===== config.mk =====
export PLATFORM = sky130hd
export DESIGN_NAME = kpi_keypad
export DESIGN_NICKNAME = d
export VERILOG_FILES = /design/src/kpi_pkg.sv /design/src/kpi_keypad.sv
export SDC_FILE = /design/constraint.sdc
export NUM_CORES = 1
export LEC_CHECK = 0
export BUFFER_PORTS_ARGS = -buffer_cell sky130_fd_sc_hd__buf_2
export CAP_MARGIN = 20
export CORE_MARGIN = 8
export CORE_UTILIZATION = 40
export CTS_CLUSTER_DIAMETER = 120
export CTS_CLUSTER_SIZE = 40
export DETAILED_ROUTE_END_ITERATION = 10
export GPL_ROUTABILITY_DRIVEN = 1
export MAX_ROUTING_LAYER = met4
export PLACE_DENSITY_LB_ADDON = 0.3
export SYNTH_ARGS = -nofsm -noshare
export SYNTH_HDL_FRONTEND = slang
export SYNTH_SLANG_ARGS = --single-unit

===== constraint.sdc =====
create_clock -name pclk -period 3.28 [get_ports pclk]
set_input_delay 0.164 -clock pclk [delete_from_list [all_inputs] [get_ports pclk]]
set_output_delay 0.164 -clock pclk [all_outputs]
set_load 0.02 [all_outputs]

===== src/kpi_pkg.sv =====
// Constants for the keypad pin interrupt block.
package kpi_pkg;
  localparam int          KPI_PINS        = 5;
  localparam logic [11:0] KPI_OFF_STATUS  = 12'h000;
  localparam logic [11:0] KPI_OFF_ENABLE  = 12'h004;
  localparam logic [11:0] KPI_OFF_DIR     = 12'h008;
  localparam logic [11:0] KPI_OFF_DATA    = 12'h00c;
  localparam int          KPI_BIT_MODE    = 0;
  localparam int          KPI_BIT_MASK    = 1;
  localparam int          KPI_BIT_ACK     = 2;
  localparam int          KPI_BIT_FLAG    = 3;
  localparam logic [15:0] KPI_VECTOR_ADDR = 16'hffe0;
  localparam logic [7:0]  KPI_RESET_BYTE  = 8'h00;
endpackage


===== src/kpi_keypad.sv =====
// Keypad pin interrupt block with APB register access and port pin control.
// Function
// - Independent enable bit per port pin.
// - Enabled pin turns its pullup on.
// - Latch request on fall after all high.
// - Edge mode ignores fall while another low.
// - Sense bit picks edge-only or edge-level.
// - Level mode clears after ack and pins high.
// - Vector fetch acknowledges the request.
// - Ack write clears request; reads zero.
// - Falls after ack latch fresh requests.
// - Unmasked request fetches vector at ffe0.
// - Edge mode ack clears request at once.
// - Reset clears request and sense bit.
// - Pending flag shows request, ignores mask.
// - Mask bit blocks processor request when set.
// - Enable forces input; data read needs direction 0.
// - Upper status bits read zero.
// - Reset clears all enable bits.
// - Block works in wait and stop.
module kpi_keypad
  import kpi_pkg::*;
#(
  parameter int PINS = KPI_PINS
) (
  input  wire logic            pclk,
  input  wire logic            presetn,
  input  wire logic            psel,
  input  wire logic            penable,
  input  wire logic            pwrite,
  input  wire logic [11:0]     paddr,
  input  wire logic [31:0]     pwdata,
  input  wire logic [3:0]      pstrb,
  output logic      [31:0]     prdata,
  output logic                 pready,
  output logic                 pslverr,
  input  wire logic [PINS-1:0] port_pin_n_in,
  output logic      [PINS-1:0] port_pin_n_out,
  output logic      [PINS-1:0] port_pin_n_oe,
  output logic      [PINS-1:0] port_pullup,
  input  wire logic            vector_fetch,
  output logic                 key_irq,
  output logic      [15:0]     key_vector_addr
);

  initial begin
    if (PINS < 1 || PINS > 8) begin
      $error("kpi_keypad: PINS must be 1 to 8");
    end
  end

  logic [PINS-1:0] key_pin_enable_bits;
  logic [PINS-1:0] port_direction;
  logic [PINS-1:0] port_data;
  logic            key_trigger_sense;
  logic            key_request_mask;
  logic            key_pending_flag;
  logic [PINS-1:0] sync_a;
  logic [PINS-1:0] sync_b;
  logic            all_high_prev;

  // Bus decode.
  wire access    = psel && penable;
  wire wr        = access && pwrite;
  wire rd        = access && !pwrite;
  wire hit_stat  = (paddr == KPI_OFF_STATUS);
  wire hit_en    = (paddr == KPI_OFF_ENABLE);
  wire hit_dir   = (paddr == KPI_OFF_DIR);
  wire hit_data  = (paddr == KPI_OFF_DATA);
  wire mapped    = hit_stat || hit_en || hit_dir || hit_data;
  wire lane0     = pstrb[0];
  wire wr_stat   = wr && hit_stat && lane0;
  wire wr_en     = wr && hit_en && lane0;
  wire wr_dir    = wr && hit_dir && lane0;
  wire wr_data   = wr && hit_data && lane0;

  // Software acknowledge pulses only on a written one.
  wire sw_ack    = wr_stat && pwdata[KPI_BIT_ACK];
  wire ack       = sw_ack || vector_fetch;

  // Only enabled pins take part; disabled pins count as high.
  wire [PINS-1:0] key_low = ~sync_b & key_pin_enable_bits;
  wire all_high  = (key_low == '0);
  wire fall_evt  = all_prev_high_and_low();
  wire any_low   = !all_high;

  function automatic logic all_prev_high_and_low();
    return all_high_prev && any_low;
  endfunction

  // Edge mode clears at once; level mode also needs every enabled pin high.
  wire clear_ok  = key_trigger_sense ? all_high : 1'b1;
  wire next_flag = fall_evt ? 1'b1 : (ack && clear_ok) ? 1'b0 :
                   (key_pending_flag && !ack) ? 1'b1 :
                   (key_trigger_sense && key_pending_flag && any_low) ? 1'b1 :
                   key_pending_flag && !(ack && clear_ok);

  always_ff @(posedge pclk or negedge presetn) begin
    if (!presetn) begin
      sync_a <= '0;
      sync_b <= '0;
    end else begin
      sync_a <= port_pin_n_in;
      sync_b <= sync_a;
    end
  end

  // Held-low pins after an ack in level mode stay pending via clear_ok;
  // an ack that arrives earlier is remembered so the later high clears.
  logic ack_seen;
  wire next_ack_seen = fall_evt ? 1'b0 : (ack ? 1'b1 : ack_seen);

  always_ff @(posedge pclk or negedge presetn) begin
    if (!presetn) begin
      key_pending_flag <= 1'b0;
      ack_seen         <= 1'b0;
      all_high_prev    <= 1'b1;
    end else begin
      all_high_prev    <= all_high;
      ack_seen         <= key_pending_flag ? next_ack_seen : 1'b0;
      if (fall_evt) begin
        key_pending_flag <= 1'b1;
      end else if (key_trigger_sense && key_pending_flag && (ack_seen || ack) && all_high) begin
        key_pending_flag <= 1'b0;
      end else if (!key_trigger_sense && ack) begin
        key_pending_flag <= 1'b0;
      end else begin
        key_pending_flag <= next_flag && key_pending_flag;
      end
    end
  end

  always_ff @(posedge pclk or negedge presetn) begin
    if (!presetn) begin
      key_pin_enable_bits <= '0;
      key_trigger_sense   <= 1'b0;
      key_request_mask    <= 1'b0;
      port_direction      <= '0;
      port_data           <= '0;
    end else begin
      if (wr_stat) begin
        key_trigger_sense <= pwdata[KPI_BIT_MODE];
        key_request_mask  <= pwdata[KPI_BIT_MASK];
      end
      if (wr_en) begin
        key_pin_enable_bits <= pwdata[PINS-1:0];
      end
      if (wr_dir) begin
        port_direction <= pwdata[PINS-1:0];
      end
      if (wr_data) begin
        port_data <= pwdata[PINS-1:0];
      end
    end
  end

  // Read path: data register shows pin level only where direction is 0.
  wire [PINS-1:0] data_view = (port_direction & port_data) | (~port_direction & sync_b);
  wire [7:0] stat_view = {4'h0, key_pending_flag, 1'b0,
                          key_request_mask, key_trigger_sense};
  wire [31:0] next_rdata = !rd ? 32'h0000_0000 :
                           hit_stat ? {24'h000000, stat_view} :
                           hit_en ? {{(32-PINS){1'b0}}, key_pin_enable_bits} :
                           hit_dir ? {{(32-PINS){1'b0}}, port_direction} :
                           hit_data ? {{(32-PINS){1'b0}}, data_view} : 32'h0000_0000;

  always_ff @(posedge pclk or negedge presetn) begin
    if (!presetn) begin
      prdata <= 32'h0000_0000;
    end else begin
      prdata <= next_rdata;
    end
  end

  // A read returns data one cycle after access starts, so pready waits.
  logic rd_wait;
  always_ff @(posedge pclk or negedge presetn) begin
    if (!presetn) begin
      rd_wait <= 1'b0;
    end else begin
      rd_wait <= rd && !rd_wait;
    end
  end

  assign pready  = !psel || !penable || pwrite || rd_wait;
  assign pslverr = access && pready && !mapped;

  // Enabled pins are forced to inputs and pulled up.
  assign port_pin_n_out  = port_data;
  assign port_pin_n_oe   = port_direction & ~key_pin_enable_bits;
  assign port_pullup     = key_pin_enable_bits;
  // No clock gating: the request works in wait and stop alike.
  assign key_irq         = key_pending_flag && !key_request_mask;
  assign key_vector_addr = KPI_VECTOR_ADDR;

  a_fall_latches: assert property (@(posedge pclk) disable iff (!presetn)
    (all_high_prev && any_low) |=> key_pending_flag)
    else $error("fall after all high did not latch");
  a_edge_ack_clr: assert property (@(posedge pclk) disable iff (!presetn)
    (!key_trigger_sense && ack && !fall_evt) |=> !key_pending_flag)
    else $error("edge mode ack did not clear");
  a_level_hold: assert property (@(posedge pclk) disable iff (!presetn)
    (key_trigger_sense && key_pending_flag && any_low && !fall_evt) |=> key_pending_flag)
    else $error("level mode cleared while pin low");
  a_no_new_fall: assert property (@(posedge pclk) disable iff (!presetn)
    (!all_high_prev && !key_pending_flag) |=> !key_pending_flag || $past(fall_evt))
    else $error("fall latched while pin low");
  a_mask_blocks: assert property (@(posedge pclk) disable iff (!presetn)
    key_irq == (key_pending_flag && !key_request_mask))
    else $error("irq does not follow mask");
  a_pullup_en: assert property (@(posedge pclk) disable iff (!presetn)
    (port_pullup == key_pin_enable_bits) && ((port_pin_n_oe & key_pin_enable_bits) == '0))
    else $error("enabled pin driven or unpulled");
  a_ack_reads0: assert property (@(posedge pclk) disable iff (!presetn)
    (rd && hit_stat) |=> (prdata[KPI_BIT_ACK] == 1'b0) && (prdata[7:4] == 4'h0))
    else $error("ack or upper bits read nonzero");
  a_sync_delay: assert property (@(posedge pclk) disable iff (!presetn)
    sync_b == $past(sync_a))
    else $error("synchroniser stage skipped");

  c_edge_irq:  cover property (@(posedge pclk) disable iff (!presetn)
    !key_trigger_sense && fall_evt ##1 key_irq);
  c_level_clr: cover property (@(posedge pclk) disable iff (!presetn)
    key_trigger_sense && key_pending_flag && ack && any_low ##[1:20] !key_pending_flag);
  c_vec_fetch: cover property (@(posedge pclk) disable iff (!presetn)
    key_pending_flag && vector_fetch);

endmodule


# After elaboration in Yosys (flattened, before gate mapping)
# Cells that the tools add are included.
[word_totals]
elab_cells = 86
in_bits = 59
output_inout_bits = 66
ff_bits = 36
[op_classes]
n_bitwise = 8
n_reduce_logical = 46
n_mux = 16
n_eq_ne = 4
[ops]
columns = ["op", "n"]
rows = [
  ["1-bit logical AND", 26],
  ["5-bit 2-to-1 mux", 5],
  ["12-bit by 4-bit == test with 1-bit output (second input constant)", 2],
  ["5-bit bitwise AND", 4],
  ["5-bit inverter", 3],
  ["12-bit by 3-bit == test with 1-bit output (second input constant)", 1],
  ["12-bit logical NOT", 1],
  ["1-bit 2-to-1 mux", 11],
  ["1-bit logical NOT", 10],
  ["1-bit logical OR", 8],
  ["5-bit logical NOT", 1],
  ["5-bit bitwise OR", 1],
  ["3-bit by 1-bit != test with 1-bit output (second input constant)", 1],
]

# Logic depth before layout (Yosys ltp)
[depth]
word_depth = 17
mapped_depth = 6
depth_no_buf = 4

# Least setup slack after synthesis
# OpenSTA, ideal clock, no wires.
[synth_path]
path_type = "input-to-reg"
from = "input paddr[5]"
to = "register key_pin_enable_bits[0] (netlist: port_pullup[0])"
arrival_ps = 1332
setup_ps = 125
slack_ps = 1823
t_required_ps = 3155
n_path_buf = 2
stages = 6
cell_sequence = "nor4_2 and3_1 buf_4 and4_1 buf_6 mux2_4"
[synth_between]
elab_chain_len = 3
[synth_rtl]
columns = ["element", "line_no", "source"]
rows = [
  ["start, declared", "kpi_keypad.sv:31", "input wire logic [11:0] paddr,"],
  ["12-bit by 3-bit == test with 1-bit output", "kpi_keypad.sv:67", "wire hit_en = (paddr == KPI_OFF_ENABLE);"],
  ["1-bit logical AND (2 in a row)", "kpi_keypad.sv:73", "wire wr_en = wr && hit_en && lane0;"],
  ["end signal, assigned", "kpi_keypad.sv:146", "key_pin_enable_bits <= pwdata[PINS-1:0];"],
  ["end, declared", "kpi_keypad.sv:52", "logic [PINS-1:0] key_pin_enable_bits;"],
]
# Every way passes these cells.
# A chain may end at the register's enable or synchronous reset.

# Worst setup path in the final report
[layout_path]
from = "input paddr[5]"
to = "register key_pin_enable_bits[2] (netlist: port_pullup[2])"
# Same word-level chain as after synthesis.

==> summary.md <==
| Metric | Value |
|---|---|
| H-Tree Depth | 2 |
| Initial antenna violation count | 0 |
| Placeable Area | 4661 µm² |
| Final Hold Vio Count | 0 |
| Yosys warns | 0 |
| Grt ovf | 0 |
| PostCTS Resize Cnt | 0 |
| Vias in the first global route | roughly 1300 |
| Overall Power | ~0.00089 W |
| Worst vdd ir | 0.1778 mV |
| Worst path required time | between 3 and 4 ns |
| XOR/XNOR Fraction of Synth Area | 0% |
| Yosys reg bits | 36 |
| R2R cell count | 3 |
| Worst skew pair latency | about 0.28 ns |
| Cells after DPL | 267 |
| Status | completed |
| Maximum fanout along the worst path | 6 |
| Number of DRC markers in iteration 0 | 45 |
| Die Y | 84.93 µm |
| Area of the multi-input gates | about 770 µm² |
| Max Slew Vio Count | 0 |
| CTS tree | yes |
| Routed WL per cell | around 14 µm |
| Worst slew margin | approximately 48% |
| Multiplexer share of the synthesized area | roughly an eighth |
| Final non-filler cell total | roughly 280 |
| TritonCTS sink count | 36 |
| Hold Path Origin | pwrite |
| Max Cap Viol | 0 |
| FF-to-FF setup slack | between 2 and 2.5 ns |
| RSZ-0062 raised after global routing | no |
| Library cells used by synthesis | 29 |
| Layout cells sized above 1 | roughly a third |
| Worst-Margin Slew | between 0.7 and 0.8 ns |
| Worst Skew | between 0.008 and 0.009 ns |
| Hold endpoint | rd_wait$_DFF_PN0_ |
| Vias per inst | 4.431 |
| R2R Path End | ack_seen$_DFFE_PN0P_ |
| Worst hold path cell count | 2 |
| Final net count | approximately 290 |
| Final setup viols | 0 |
| Hold Crit Class | input pin to flip-flop |
| DRC errors left | 0 |
| Final core utilization | a little under half |
| Area share of and/or/nand/nor cells after synthesis | between 10% and 20% |
| Post-Synth Adder-Cell Area | 0% |
| Complex-gate fraction of the synthesized area | under 10% |
| Post-layout minimum cycle time | between 1.5 and 2 ns |
| Maximum clock path buffer count | 2 |
| Area Growth Syn to Fin | 14.55% |
| Reg2Reg Launch Point | port_pullup[0]$_DFFE_PN0P_ |
| Routability cong. | approximately 0.77 |
| Width of the die | 84.93 µm |
| Reg power frac | 51.2% |
| Seq. cell area | between 900 and 1000 µm² |
| Die area | 7213 µm² |
| First-pass GRT wire length | between 6 and 7 mm |
| Router iterations before antenna repair | 4 |
| PwrDens | between 400 and 500 nW/µm² |
| Post-Synthesis Cells | 169 |
| CP Capture Type | flip-flop |
| Root buf cell | clkbuf_8 |
| Initial Util | approximately two fifths |
| Setup TNS | 0 ns |
| Seq/Total Area, Yosys | between 40 and 50% |
| Fmax | roughly 660 MHz |
| Critical path class | input pin to flip-flop |
| Gr usage total | between 10% and 20% |
| Clk slew on worst S/H paths | about 0.060 ns |
| HPWL after DPL | 3.078 mm |
| Sw Share | approximately a quarter |
| FILL cells | between 400 and 500 |
| Internal power | between 0.0006 and 0.0007 W |
| Clock power share | around 38% |
| Cell Area, Synth | 1901 µm² |
| Post-Syn Area per Cell | roughly 11 µm² |
| Boundary pin count | approximately 130 |
| Final wirelength | slightly below 4 mm |
| Largest net degree at the start of global routing | 37 |
| Psw | about 0.00022 W |
| Combinational share of power | between 10% and 20% |
| Worst Path Arrival | between 1.5 and 2 ns |
| Buffers on Ports | 51 |
| Diodes inserted | 0 |
| Final ANT Viol Nets | 0 |
| Largest family of logic cells by synthesized area | buffers and inverters |
| Static Leak | ~1.2 nW |
| CTS buffer count | 5 |
| Final Cycle Share | 46.29% |
| Num rows | 25 |
| Via count | 1245 |
| CP Launch Type | input pin |
-- critical path, cell delays in order --
cell    delay (ns)
buf_2         0.10
nor4_2        0.30
and3_1        0.32
and4_1        0.46
mux2_4        0.33
-- sequential cells by signal, indices dropped and copies added (netlist names) --
| name | cells |
|---|---|
| port_direction | 5 |
| port_pin_n_out | 5 |
| port_pullup | 5 |
| prdata | 5 |
| sync_a | 5 |
| sync_b | 5 |
| ack_seen | 1 |
| all_high_prev | 1 |
| key_pending_flag | 1 |
| key_request_mask | 1 |
| key_trigger_sense | 1 |
| rd_wait | 1 |
-- routing by layer --
metal	part of all wire, %	vias up	GRT usage [%]	wire (µm)
li1	-	608	-	-
met1	40	587	11.97	1556
met2	51	46	19.04	1948
met3	8.1	4	4.151	313
met4	0.75	0	3.883	29
met5	0	-	-	0
-- timing repair --
action	4_1_cts	5_1_grt
endpoints found under the setup margin	0	0
hold buffers	6	0
endpoints found under the hold margin	40	0
buffers inserted	0	0
-- logic make-up after synthesis --
family                 Yosys count
other                            2
and+or+nand+nor                 37
muxes                           17
DFF                             36
AOI/OAI and AO/OA               22
buffers and inverters           55
-- placed cells by master (no fill, tap or decap) --
cell and n:
a41o_1 1, nand2_1 9, mux2_4 10, o21ai_0 4, nand3_2 1, buf_2 51
a32oi_1 2, a221oi_1 3, nor2b_1 8, dfstp_2 1, dlygate4sd3_1 6, nand2b_1 2
nor2_1 5, a21o_1 3, mux2_2 7, o221a_2 1, clkbuf_1 1, clkbuf_8 7
and4_1 3, conb_1 43, nor3_1 4, nand4_1 1, nor4_2 2, and3_1 1
o22ai_1 6, dfrtp_1 35, inv_1 7, a21oi_1 1, o2bb2ai_1 1, nand3b_1 1
-- area by class of cell --
cell class              instances  area share [%]
repair buffers                 57           14.48
multi-input cells             119           35.17
clock buffers                   8           4.598
flip-flops and latches         36           41.44
well taps                      54           3.103
inverters                       7           1.207
-- through the flow --
| stage | setup WS [ns] | hold WS [ns] | area [µm²] |
|---|---|---|---|
| floorplan | 1.823 | -0.1316 | 2054 |
| global placement | 1.453 | 0.2732 | 2017 |
| detailed placement | 1.450 | 0.2734 | 2017 |
| CTS | 1.747 | 0.09760 | 2177 |
| global route | 1.653 | 0.1145 | 2177 |
| finish | 1.762 | 0.1033 | 2177 |
-- how the worst max path moves through the flow --
stage / startpoint / endpoint / slack, ns / cells past startpoint
floorplan: paddr[5] / port_pullup[0]$_DFFE_PN0P_ / 1.82 / 6
global placement: paddr[5] / port_pullup[4]$_DFFE_PN0P_ / 1.45 / 5
detailed placement: paddr[5] / port_pullup[2]$_DFFE_PN0P_ / 1.45 / 5
CTS: paddr[5] / port_pullup[2]$_DFFE_PN0P_ / 1.75 / 5
global route: paddr[1] / port_pullup[2]$_DFFE_PN0P_ / 1.65 / 5
finish: paddr[5] / port_pullup[2]$_DFFE_PN0P_ / 1.76 / 5
-- power by group through the flow --
stage	combinational (W)	clock, W	sequential, W
after floorplan	0.0000986	0	0.000461
after global placement	0.0000926	0	0.000462
after detailed placement	0.0000934	0	0.000462
after CTS	0.0000991	0.000343	0.000454
after global routing	0.000111	0.000367	0.000454
final	0.000100	0.000332	0.000454
-- synthesized netlist by cell type (all sizes together) --
cell     number  share of area, %
mux2         17                12
nor4          2               1.3
a32oi         2              0.92
nand3         1              0.53
clkbuf        2              0.40
a221oi        3               1.4
o221a         1              0.59
nor2b         8               2.6
dfrtp        35                46
nor3          4               1.1
o2bb2ai       1              0.46
nand2         9               1.8
a21oi         1              0.26
o21ai         4               1.1
dfstp         1               1.4
o22ai         6               2.0
and3          1              0.33
nand4         1              0.33
a21o          3               1.2
inv           7               1.4
nand3b        1              0.40
buf          46                19
conb          2              0.40
nor2          5              0.99
a41o          1              0.53
and4          3               1.4
nand2b        2              0.66
Note: power is estimated with default switching activity, not from simulation.
